==> src/hw/panel_defs.vh <==
// constants for the printer front-panel state controller
`ifndef PANEL_DEFS_VH
`define PANEL_DEFS_VH

// sized to the counter width so the products fit the count registers
`define CLK_MHZ 26'hc8
`define DEBOUNCE_TIME_US 26'h2710
`define BUZZ_TIME_US 26'h30d40
`define DEBOUNCE_CYCLES (`DEBOUNCE_TIME_US * `CLK_MHZ)
`define BUZZ_CYCLES (`BUZZ_TIME_US * `CLK_MHZ)
`define CNT_W 26
`define START_WAIT 4'h8

`define ADDR_W 8
`define DATA_W 32
`define ADDR_CTRL 8'h00
`define ADDR_STATUS 8'h04
`define ADDR_IRQ_STAT 8'h08
`define ADDR_IRQ_CLR 8'h0c
`define ADDR_IRQ_EN 8'h10

`define CTRL_PE_MODE 0
`define CTRL_RESET 1'b0

`define ST_ONLINE 0
`define ST_ALARM 1
`define ST_SELF 2
`define ST_CLEAR 3
`define ST_NEAR_END 4
`define ST_PAPER_OUT 5
`define ST_PHASE_LO 6
`define ST_PHASE_HI 8

`define IRQ_W 5
`define EV_ALARM 0
`define EV_NEAR_END 1
`define EV_SELF_DONE 2
`define EV_CLEAR_DONE 3
`define EV_ONLINE 4
`define IRQ_EN_RESET 5'h00

`define PIN_N 3
`define PIN_FAULT 0
`define PIN_NEAR 1
`define PIN_OUT 2

`endif

==> src/hw/panel_ctrl.v <==
// front-panel, online/alarm state and start-up mode controller
//
// Design decisions made here: the placing of the registers and the strobed register port.
`include "panel_defs.vh"

module panel_ctrl #(
    parameter [`CNT_W-1:0] DEBOUNCE_CYCLES = `DEBOUNCE_CYCLES,
    parameter [`CNT_W-1:0] BUZZ_CYCLES = `BUZZ_CYCLES
) (
    input wire i_clk,
    input wire i_rst,
    input wire i_ce,
    input wire i_line_key,
    input wire i_paper_advance_key,
    input wire i_head_fault,
    input wire i_paper_near_end,
    input wire i_paper_out,
    input wire i_self_print_done,
    input wire i_buf_clear_done,
    input wire [`ADDR_W-1:0] i_addr,
    input wire [`DATA_W-1:0] i_wdata,
    input wire i_we,
    input wire i_re,
    output reg [`DATA_W-1:0] o_rdata,
    output wire o_online_lamp,
    output wire o_alarm_lamp,
    output wire o_print_enable,
    output wire o_feed,
    output wire o_paper_near_end_output,
    output wire o_buzzer,
    output wire o_self_print,
    output wire o_buf_clear,
    output wire o_irq
);
    localparam [1:0] PH_WAIT = 2'b00;
    localparam [1:0] PH_CLEAR = 2'b01;
    localparam [1:0] PH_SELF = 2'b10;
    localparam [1:0] PH_RUN = 2'b11;

    wire line_lvl, line_press, adv_lvl, adv_press;
    reg [`PIN_N-1:0] p1_r, p2_r, p3_r, pin_r;
    wire [`PIN_N-1:0] pins_in;
    wire fault, near, paper_out;
    reg [1:0] phase_r;
    reg [3:0] wait_r;
    reg online_r, alarm_r, fault_d_r, near_d_r;
    reg pe_mode_r;
    reg print_en_r, feed_r, near_out_r;
    reg [`CNT_W-1:0] buzz_r;
    reg [`IRQ_W-1:0] irq_en_r;
    reg [`IRQ_W-1:0] ev_set;
    wire [`IRQ_W-1:0] irq_stat;
    wire clr_we;
    wire buzz_start;
    reg line_arm_r, adv_arm_r;
    wire line_hit, adv_hit;

    function sel;
        input [`ADDR_W-1:0] a;
        input [`ADDR_W-1:0] target;
        begin
            sel = (a == target);
        end
    endfunction

    key_debounce #(
        .CNT(DEBOUNCE_CYCLES)
    ) line_deb (
        .i_clk(i_clk),
        .i_rst(i_rst),
        .i_ce(i_ce),
        .i_pin(i_line_key),
        .o_level(line_lvl),
        .o_press(line_press)
    );

    key_debounce #(
        .CNT(DEBOUNCE_CYCLES)
    ) adv_deb (
        .i_clk(i_clk),
        .i_rst(i_rst),
        .i_ce(i_ce),
        .i_pin(i_paper_advance_key),
        .o_level(adv_lvl),
        .o_press(adv_press)
    );

    // mechanism status pins: three stages, change taken once 2nd and 3rd agree
    assign pins_in = {i_paper_out, i_paper_near_end, i_head_fault};
    genvar g;
    generate
        for (g = 0; g < `PIN_N; g = g + 1) begin : pin_g
            always @(posedge i_clk or posedge i_rst) begin
                if (i_rst) begin
                    p1_r[g] <= 1'b0;
                    p2_r[g] <= 1'b0;
                    p3_r[g] <= 1'b0;
                    pin_r[g] <= 1'b0;
                end else if (i_ce) begin
                    p1_r[g] <= pins_in[g];
                    p2_r[g] <= p1_r[g];
                    p3_r[g] <= p2_r[g];
                    if (p2_r[g] == p3_r[g])
                        pin_r[g] <= p3_r[g];
                end
            end
        end
    endgenerate

    assign fault = pin_r[`PIN_FAULT];
    assign near = pin_r[`PIN_NEAR];
    assign paper_out = pin_r[`PIN_OUT];

    // start-up sequencing
    always @(posedge i_clk or posedge i_rst) begin
        if (i_rst) begin
            phase_r <= PH_WAIT;
            wait_r <= 4'h0;
        end else if (i_ce) begin
            case (phase_r)
                PH_WAIT: begin
                    // give the synchronisers time to fill before sampling
                    if (wait_r != `START_WAIT) begin
                        wait_r <= wait_r + 4'h1;
                    end else if (adv_lvl) begin
                        if (pe_mode_r && paper_out)
                            phase_r <= PH_RUN;
                        else
                            phase_r <= PH_SELF;
                    end else if (line_lvl) begin
                        phase_r <= PH_CLEAR;
                    end else begin
                        phase_r <= PH_RUN;
                    end
                end
                PH_SELF: begin
                    // internal mode may be chosen after start-up, so keep checking
                    if (pe_mode_r && paper_out)
                        phase_r <= PH_RUN;
                    else if (i_self_print_done)
                        phase_r <= PH_RUN;
                end
                PH_CLEAR: begin
                    if (i_buf_clear_done)
                        phase_r <= PH_RUN;
                end
                PH_RUN: begin
                    phase_r <= PH_RUN;
                end
                default: begin
                    phase_r <= PH_WAIT;
                end
            endcase
        end
    end

    assign o_self_print = (phase_r == PH_SELF);
    assign o_buf_clear = (phase_r == PH_CLEAR);

    // a key still held from power-on was spent on the start-up choice,
    // so its late debounced edge must not also toggle or feed
    always @(posedge i_clk or posedge i_rst) begin
        if (i_rst) begin
            line_arm_r <= 1'b0;
            adv_arm_r <= 1'b0;
        end else if (i_ce && phase_r == PH_RUN) begin
            if (!line_lvl)
                line_arm_r <= 1'b1;
            if (!adv_lvl)
                adv_arm_r <= 1'b1;
        end
    end

    assign line_hit = line_press && line_arm_r;
    assign adv_hit = adv_press && adv_arm_r;

    // online and alarm state
    always @(posedge i_clk or posedge i_rst) begin
        if (i_rst) begin
            online_r <= 1'b0;
            alarm_r <= 1'b0;
            fault_d_r <= 1'b0;
            near_d_r <= 1'b0;
        end else if (i_ce) begin
            fault_d_r <= fault;
            near_d_r <= near;
            if (phase_r != PH_RUN) begin
                online_r <= 1'b0;
            end else if (line_hit && !alarm_r) begin
                online_r <= ~online_r;
            end
            // a new fault edge wins over a clearing press
            if (fault && !fault_d_r)
                alarm_r <= 1'b1;
            else if (line_hit && alarm_r && phase_r == PH_RUN)
                alarm_r <= 1'b0;
        end
    end

    assign o_online_lamp = online_r;
    assign o_alarm_lamp = alarm_r;

    // print gate, feed pulse, near-end handling
    always @(posedge i_clk or posedge i_rst) begin
        if (i_rst) begin
            print_en_r <= 1'b0;
            feed_r <= 1'b0;
            near_out_r <= 1'b0;
        end else if (i_ce) begin
            // internal mode halts printing until the paper is replaced
            print_en_r <= (phase_r == PH_RUN) && online_r
                && !alarm_r
                && !(pe_mode_r && near);
            feed_r <= adv_hit && !online_r && !alarm_r
                && (phase_r == PH_RUN);
            near_out_r <= near && !pe_mode_r;
        end
    end

    assign o_print_enable = print_en_r;
    assign o_feed = feed_r;
    assign o_paper_near_end_output = near_out_r;

    // buzzer timer
    assign buzz_start = (phase_r == PH_CLEAR && i_buf_clear_done)
        || (pe_mode_r && near && !near_d_r && phase_r == PH_RUN);

    always @(posedge i_clk or posedge i_rst) begin
        if (i_rst) begin
            buzz_r <= {`CNT_W{1'b0}};
        end else if (i_ce) begin
            if (buzz_start)
                buzz_r <= BUZZ_CYCLES;
            else if (buzz_r != {`CNT_W{1'b0}})
                buzz_r <= buzz_r - 1'b1;
        end
    end

    assign o_buzzer = (buzz_r != {`CNT_W{1'b0}});

    // events
    always @* begin
        ev_set = {`IRQ_W{1'b0}};
        ev_set[`EV_ALARM] = fault && !fault_d_r;
        ev_set[`EV_NEAR_END] = near && !near_d_r;
        ev_set[`EV_SELF_DONE] = (phase_r == PH_SELF) && i_self_print_done;
        ev_set[`EV_CLEAR_DONE] = (phase_r == PH_CLEAR) && i_buf_clear_done;
        ev_set[`EV_ONLINE] = line_hit && !alarm_r && (phase_r == PH_RUN);
    end

    assign clr_we = i_we && sel(i_addr, `ADDR_IRQ_CLR);

    event_irq irq_u (
        .i_clk(i_clk),
        .i_rst(i_rst),
        .i_ce(i_ce),
        .i_set(ev_set),
        .i_clr_we(clr_we),
        .i_clr(i_wdata[`IRQ_W-1:0]),
        .i_en(irq_en_r),
        .o_stat(irq_stat),
        .o_irq(o_irq)
    );

    // register writes
    always @(posedge i_clk or posedge i_rst) begin
        if (i_rst) begin
            pe_mode_r <= `CTRL_RESET;
            irq_en_r <= `IRQ_EN_RESET;
        end else if (i_ce && i_we) begin
            if (sel(i_addr, `ADDR_CTRL))
                pe_mode_r <= i_wdata[`CTRL_PE_MODE];
            if (sel(i_addr, `ADDR_IRQ_EN))
                irq_en_r <= i_wdata[`IRQ_W-1:0];
        end
    end

    // register reads, data valid the cycle after the strobe only
    always @(posedge i_clk or posedge i_rst) begin
        if (i_rst) begin
            o_rdata <= {`DATA_W{1'b0}};
        end else if (i_ce) begin
            o_rdata <= {`DATA_W{1'b0}};
            if (i_re) begin
                if (sel(i_addr, `ADDR_CTRL))
                    o_rdata[`CTRL_PE_MODE] <= pe_mode_r;
                else if (sel(i_addr, `ADDR_STATUS)) begin
                    o_rdata[`ST_ONLINE] <= online_r;
                    o_rdata[`ST_ALARM] <= alarm_r;
                    o_rdata[`ST_SELF] <= (phase_r == PH_SELF);
                    o_rdata[`ST_CLEAR] <= (phase_r == PH_CLEAR);
                    o_rdata[`ST_NEAR_END] <= near;
                    o_rdata[`ST_PAPER_OUT] <= paper_out;
                    o_rdata[`ST_PHASE_HI-1:`ST_PHASE_LO] <= phase_r;
                end else if (sel(i_addr, `ADDR_IRQ_STAT))
                    o_rdata[`IRQ_W-1:0] <= irq_stat;
                else if (sel(i_addr, `ADDR_IRQ_EN))
                    o_rdata[`IRQ_W-1:0] <= irq_en_r;
            end
        end
    end
endmodule // panel_ctrl

==> src/hw/key_debounce.v <==
// key synchroniser and debouncer producing one press pulse per actuation
`include "panel_defs.vh"

module key_debounce #(
    parameter [`CNT_W-1:0] CNT = `DEBOUNCE_CYCLES
) (
    input wire i_clk,
    input wire i_rst,
    input wire i_ce,
    input wire i_pin,
    output wire o_level,
    output wire o_press
);
    reg s1_r, s2_r, s3_r;
    reg lvl_r, deb_r, press_r;
    reg [`CNT_W-1:0] cnt_r;

    assign o_level = lvl_r;
    assign o_press = press_r;

    always @(posedge i_clk or posedge i_rst) begin
        if (i_rst) begin
            s1_r <= 1'b0;
            s2_r <= 1'b0;
            s3_r <= 1'b0;
            lvl_r <= 1'b0;
            deb_r <= 1'b0;
            press_r <= 1'b0;
            cnt_r <= {`CNT_W{1'b0}};
        end else if (i_ce) begin
            s1_r <= i_pin;
            s2_r <= s1_r;
            s3_r <= s2_r;
            press_r <= 1'b0;
            if (s2_r == s3_r)
                lvl_r <= s3_r;
            // bounce restarts the count, so one actuation gives one edge
            if (lvl_r == deb_r) begin
                cnt_r <= {`CNT_W{1'b0}};
            end else if (cnt_r >= CNT) begin
                cnt_r <= {`CNT_W{1'b0}};
                deb_r <= lvl_r;
                press_r <= lvl_r;
            end else begin
                cnt_r <= cnt_r + 1'b1;
            end
        end
    end
endmodule // key_debounce

==> src/hw/event_irq.v <==
// sticky event status with enable mask and write-one-to-clear
`include "panel_defs.vh"

module event_irq (
    input wire i_clk,
    input wire i_rst,
    input wire i_ce,
    input wire [`IRQ_W-1:0] i_set,
    input wire i_clr_we,
    input wire [`IRQ_W-1:0] i_clr,
    input wire [`IRQ_W-1:0] i_en,
    output wire [`IRQ_W-1:0] o_stat,
    output wire o_irq
);
    reg [`IRQ_W-1:0] stat_r;
    genvar g;

    generate
        for (g = 0; g < `IRQ_W; g = g + 1) begin : bit_g
            always @(posedge i_clk or posedge i_rst) begin
                if (i_rst)
                    stat_r[g] <= 1'b0;
                else if (i_ce) begin
                    // set beats a clear in the same cycle
                    if (i_set[g])
                        stat_r[g] <= 1'b1;
                    else if (i_clr_we && i_clr[g])
                        stat_r[g] <= 1'b0;
                end
            end
        end
    endgenerate

    assign o_stat = stat_r;
    assign o_irq = |(stat_r & i_en);
endmodule // event_irq

==> config.mk <==
export PLATFORM = sky130hd
export DESIGN_NAME = panel_ctrl
export DESIGN_NICKNAME = d
export VERILOG_FILES = /design/src/hw/panel_ctrl.v /design/src/hw/key_debounce.v /design/src/hw/event_irq.v
export VERILOG_INCLUDE_DIRS = /design/src /design/src/hw
export SDC_FILE = /design/constraint.sdc
export NUM_CORES = 1
export LEC_CHECK = 0
export BUFFER_PORTS_ARGS = -buffer_cell sky130_fd_sc_hd__buf_2
export CAP_MARGIN = 25
export CORE_ASPECT_RATIO = 0.5
export CORE_MARGIN = 4
export CORE_UTILIZATION = 58
export DETAILED_ROUTE_END_ITERATION = 7
export PLACE_DENSITY_LB_ADDON = 0.3
export SYNTH_ARGS = -nofsm -noshare
export SYNTH_HDL_FRONTEND = slang
export SYNTH_SLANG_ARGS = --single-unit
==> constraint.sdc <==
create_clock -name i_clk -period 5.9 [get_ports i_clk]
set_clock_uncertainty 0.15 [all_clocks]
set_input_delay 1.18 -clock i_clk [delete_from_list [all_inputs] [get_ports i_clk]]
set_output_delay 1.18 -clock i_clk [all_outputs]
set_load 0.01 [all_outputs]
# After elaboration in Yosys (flattened, before gate mapping)
# Index checks and enable logic that the tools add are counted.
dict set report word_totals {
  ff_bits 136
  output_inout_bits 41
  wordCells 185
}
dict set report classes {
  addsub 4
  order_cmp 2
  eq_ne 19
  mux 39
  n_bitwise 6
  reduce_logical 69
}
# op count
set op_table {}
lappend op_table {{26-bit two-way mux} 6}
lappend op_table {{26-bit by 1-bit adder with 26-bit output (second input constant)} 2}
lappend op_table {{26-bit by 21-bit greater-or-equal comparator with 1-bit output (second input constant)} 2}
lappend op_table {{2-bit AND reduction} 17}
lappend op_table {{1-bit logical AND} 29}
lappend op_table {{26-bit nonzero test} 1}
lappend op_table {{26-bit by 1-bit subtractor with 26-bit output (second input constant)} 1}
lappend op_table {{1-bit two-way mux} 20}
lappend op_table {{8-bit by 4-bit == test with 1-bit output (second input constant)} 2}
lappend op_table {{2-bit nonzero test} 8}
lappend op_table {{5-bit two-way mux} 3}
lappend op_table {{2-bit two-way mux} 6}
lappend op_table {{3-bit AND reduction} 3}
lappend op_table {{8-bit by 3-bit == test with 1-bit output (second input constant)} 1}
lappend op_table {{8-bit by 5-bit == test with 1-bit output (second input constant)} 1}
lappend op_table {{8-bit zero test} 1}
lappend op_table {{8-bit two-way mux} 1}
lappend op_table {{2-bit case mux with 4 select lines} 1}
lappend op_table {{1-bit == test} 7}
lappend op_table {{7-bit two-way mux} 1}
lappend op_table {{1-bit zero test} 6}
lappend op_table {{2-bit inequality test (second input constant)} 3}
lappend op_table {{5-bit AND} 1}
lappend op_table {{1-bit inverter} 5}
lappend op_table {{10 further kinds} 11}

# Depth between registers and ports, before layout
dict set report logic_depth {
  ltp_word 6
  depth_mapped 9
  ltp_nobuf 7
}

# Cells and area by module
# From an unflattened synthesis, not the netlist that was laid out.
dict set report hier_totals {
  cells_unflattened 739
  hier_area_um2 7264.5
}
# module n_inst cells_each area_each_um2 seq_area_each_um2
set modules_own_cells {}
lappend modules_own_cells {panel_ctrl 1 379 3681.0 1676.6}
lappend modules_own_cells {key_debounce 2 170 1674.1 800.8}
lappend modules_own_cells {event_irq 1 20 235.2 125.1}

# Least setup slack after synthesis
# No wires, ideal clock.
dict set report synth_timing {
  path_type {reg2out}
  from {reg buzz_r[10]}
  to {out o_buzzer}
  arrival_time_ns 1.657
  t_required_ns 4.570
  path_slack_ns 2.913
  path_stages_with_launch 5
  path_buffers 1
  path_cell_list {dfrtp_1 or4_1 buf_6 nor4_4 nand2_1}
}
dict set report synth_between {
  elab_chain_cells 1
}
# element line
set synth_rtl {}
lappend synth_rtl {{start, declared} panel_ctrl.v:49} ;# reg [`CNT_W-1:0] buzz_r;
lappend synth_rtl {{start signal, assigned} panel_ctrl.v:230} ;# buzz_r <= {`CNT_W{1'b0}};
lappend synth_rtl {{start signal, assigned} panel_ctrl.v:235} ;# buzz_r <= buzz_r - 1'b1;
lappend synth_rtl {{26-bit nonzero test} panel_ctrl.v:239} ;# assign o_buzzer = (buzz_r != {`CNT_W{1'b0}});
lappend synth_rtl {{end, declared} panel_ctrl.v:30} ;# output wire o_buzzer,
# No other way between the ends.

# Worst setup path in the final report
dict set report layout_timing {
  from {reg buzz_r[9]}
  to {out o_buzzer}
}
# Same word-level chain as after synthesis.

==> flow_metrics.tcl <==
set metrics [dict create \
    period_needed_ns 3.76 \
    ir_drop_mv 0.195 \
    worstSetupStartpoint "buzz_r[9]$_DFFE_PP0P_" \
    worst_hold_startpoint "wait_r[3]$_DFFE_PP0P_" \
    drt-wirelength-per-cell_um 15.8 \
    port-buffer-count 41 \
    outcome "finished, final reports clean" \
    diodes 0 \
    drt.antenna.violating_nets 0 \
    place_worst_setup_slack_ns 2.13 \
    post_synth_num_cell_types 71 \
    clk_latency_ns 0.42 \
    cp_max_fo 10 \
    rows 28 \
    route.vias.total 5539 \
    global_route_wire_length_before_repair_um 25500 \
    grt.total_usage_pct 22.3 \
    fraction_of_layout_cells_with_a_size_suffix_above_1_pct 14.5 \
    path_class "reg2out" \
    core_region_area_um2 11800 \
    number_of_antenna_violations_at_the_first_check_in_global_routing 0 \
    layout.core_utilization_pct 66.2 \
    syn-cell-area_um2 7060 \
    drcViolationCount 0 \
    routabilityCongestion 0.851 \
    synth.most_common_cell "sky130_fd_sc_hd__dfrtp_1" \
    cts_hold_buffers 0 \
    grt_setup_unrepaired "false" \
    netlist.top_cell.by_area "sky130_fd_sc_hd__dfrtp_1" \
    globalRoute.totalOverflow 0 \
    starting_density_of_the_core_pct 59.6 \
    post_synth_edffs 0 \
    die_area_um2 14100 \
    clk_pin_slew_worst_paths_ns 0.06 \
    final_net_count 805 \
    setup_viol 0 \
    chipHeight_um 86.0 \
    layout.cells.non_filler 923 \
    cts_inserted_buffers 17 \
    power_density_nw_per_um2 359 \
    worstSetupStartpointType "flop" \
    detail_route.wirelength_um 14600 \
    yosys-top-cells-count "136 x sky130_fd_sc_hd__dfrtp_1, 64 x sky130_fd_sc_hd__nand2_1, 36 x sky130_fd_sc_hd__nor2_1" \
    postSynth.topFlopCell "sky130_fd_sc_hd__dfrtp_1" \
    die_x_um 164 \
    arrival_ns 2.43 \
    via_count_of_the_first_global_routing_pass 5379 \
    cts_root_buffer "sky130_fd_sc_hd__clkbuf_16" \
    synth_seq_area_share_pct 48.2 \
    finalWorstSetupSlack_ns 2.14 \
    synth.yosys.warnings 0 \
    end_kind "primary output" \
    cts.sinks 136 \
    area_growth_syn_to_layout_pct 11.1 \
    synth.ff_latch_count 136 \
    asyncSetResetFlopFracSynth_pct 100 \
    placed_cells 892 \
    post-synth-top-area-fraction_pct 48.2 \
    cts-htree-levels 4 \
    drt_first_pass_iters 5 \
    synth_top_cells_by_area "sky130_fd_sc_hd__dfrtp_1 48%, sky130_fd_sc_hd__nand2_1 3.4%, sky130_fd_sc_hd__mux2_2 2.9%" \
    syn_area_per_cell_um2 9.80 \
    post-cts-setup-buffer-count 0 \
    max-slew-margin-rel_pct 31.7 \
    p_leak_nw 3.37 \
    clk_path_buf_depth 2 \
    tns_ns 0 \
    ios 93 \
    route.detailed.vias_per_inst 6.00 \
    timing_max_transition_violations_final 0 \
    post_cts_repair_resize_count 0 \
    dp_hpwl_um 9570 \
    pin_count_of_the_biggest_net_entering_global_routing 93 \
    timing.max_cap.violations 0 \
    achievable-frequency_mhz 266 \
    hold_class "reg2reg" \
    drtIter0Drc 388 \
    hold_vio_cnt_final 0 \
    post-route-period-util_pct 63.8 \
    tightest_slew_ns 1.01 \
    timing.rr.start "adv_deb.cnt_r[14]$_DFFE_PP0P_" \
    synth_cells 720 \
    required_time_at_the_endpoint_of_the_critical_path_ns 4.57 \
    cts_tree "built" \
]
-- registers in the layout, summed over array words and instances (netlist names), 4 cells and up --
| name | count |
|---|---|
| adv_deb.cnt_r | 26 |
| buzz_r | 26 |
| line_deb.cnt_r | 26 |
| o_rdata | 8 |
| irq_en_r | 5 |
| irq_u.o_stat | 5 |
| wait_r | 4 |
-- worst max-delay path, stage by stage, from the launching register on --
cell                      delay [ns]
sky130_fd_sc_hd__dfrtp_1        0.42
sky130_fd_sc_hd__or4_1          0.66
sky130_fd_sc_hd__nor4_4         0.60
sky130_fd_sc_hd__nand2_1        0.15
sky130_fd_sc_hd__buf_2          0.18
-- power by group --
group	switching, W	internal, W
Clock	0.000388	0.000670
Combinational	0.000290	0.000212
Sequential	0.000170	0.00109
-- area by class of cell --
cell class	count	area (µm²)
tap	165	206
fill	948	4000
inverter	27	106
clock inverter	9	125
multi-input combinational	518	3300
timing repair buffer	46	243
sequential	136	3400
clock buffer	22	454
-- final timing paths --
check / endpoint / slack [ns] / cells after the start
max in group asynchronous: buzz_r[22]$_DFFE_PP0P_ / 3.73 / 3
max: o_buzzer / 2.14 / 4
max reg2reg: adv_deb.cnt_r[12]$_DFFE_PP0P_ / 3.11 / 5
min reg2reg: wait_r[3]$_DFFE_PP0P_ / 0.32 / 1
min in group asynchronous: adv_deb.cnt_r[15]$_DFFE_PP0P_ / 0.78 / 2
min: wait_r[3]$_DFFE_PP0P_ / 0.32 / 1
-- logic make-up (layout without fill, tap and decap cells) --
logic type               Yosys count  count (layout)  synth area share [%]
other                              1              24                0.0531
adder cells (fa/ha/maj)            7               7                  1.24
XOR/XNOR                          26              26                  3.23
buffers and inverters             89             104                  6.30
AND/OR/NAND/NOR                  269             269                  21.0
multiplexers                      23              23                  3.58
AO/OA/AOI/OAI                    169             169                  16.4
flip-flops                       136             136                  48.2
-- routing by layer --
metal,GRT usage (%),part of all wire (%)
met3,4.22,6.0
met2,35.6,46
met1,30.8,47
met4,7.84,1.1
met5,0,0
-- cell usage in the layout, fill, tap and decap left out, types with 7 or more instances in the layout --
| master | count |
|---|---|
| sky130_fd_sc_hd__nor4_1 | 15 |
| sky130_fd_sc_hd__o211ai_1 | 8 |
| sky130_fd_sc_hd__nand3_1 | 32 |
| sky130_fd_sc_hd__o21ai_0 | 35 |
| sky130_fd_sc_hd__nand4_1 | 23 |
| sky130_fd_sc_hd__and4_1 | 7 |
| sky130_fd_sc_hd__ha_1 | 7 |
| sky130_fd_sc_hd__a31oi_1 | 26 |
| sky130_fd_sc_hd__nand2b_1 | 8 |
| sky130_fd_sc_hd__or4_1 | 11 |
| sky130_fd_sc_hd__nor3_1 | 17 |
| sky130_fd_sc_hd__inv_1 | 26 |
| sky130_fd_sc_hd__nor2b_1 | 17 |
| sky130_fd_sc_hd__conb_1 | 24 |
| sky130_fd_sc_hd__o2bb2ai_1 | 10 |
| sky130_fd_sc_hd__nor2_1 | 36 |
| sky130_fd_sc_hd__a22o_1 | 7 |
| sky130_fd_sc_hd__clkbuf_16 | 17 |
| sky130_fd_sc_hd__dfrtp_1 | 136 |
| sky130_fd_sc_hd__nand2_1 | 64 |
| sky130_fd_sc_hd__mux2_2 | 18 |
| sky130_fd_sc_hd__xnor2_1 | 9 |
| sky130_fd_sc_hd__xor2_1 | 17 |
| sky130_fd_sc_hd__buf_2 | 41 |
| sky130_fd_sc_hd__a21oi_1 | 24 |
| sky130_fd_sc_hd__and3_1 | 9 |
-- stage by stage --
stage	instance area (µm²)	power, W	hold slack [ns]
final	7840	0.00282	0.322
after global routing	7840	0.00298	0.347
after CTS	7840	0.00283	0.328
after detailed placement	7260	0.00176	0.310
after global placement	7260	0.00173	0.302
after floorplan	7140	0.00165	0.278
No activity file was read; power rests on OpenSTA's default activity.
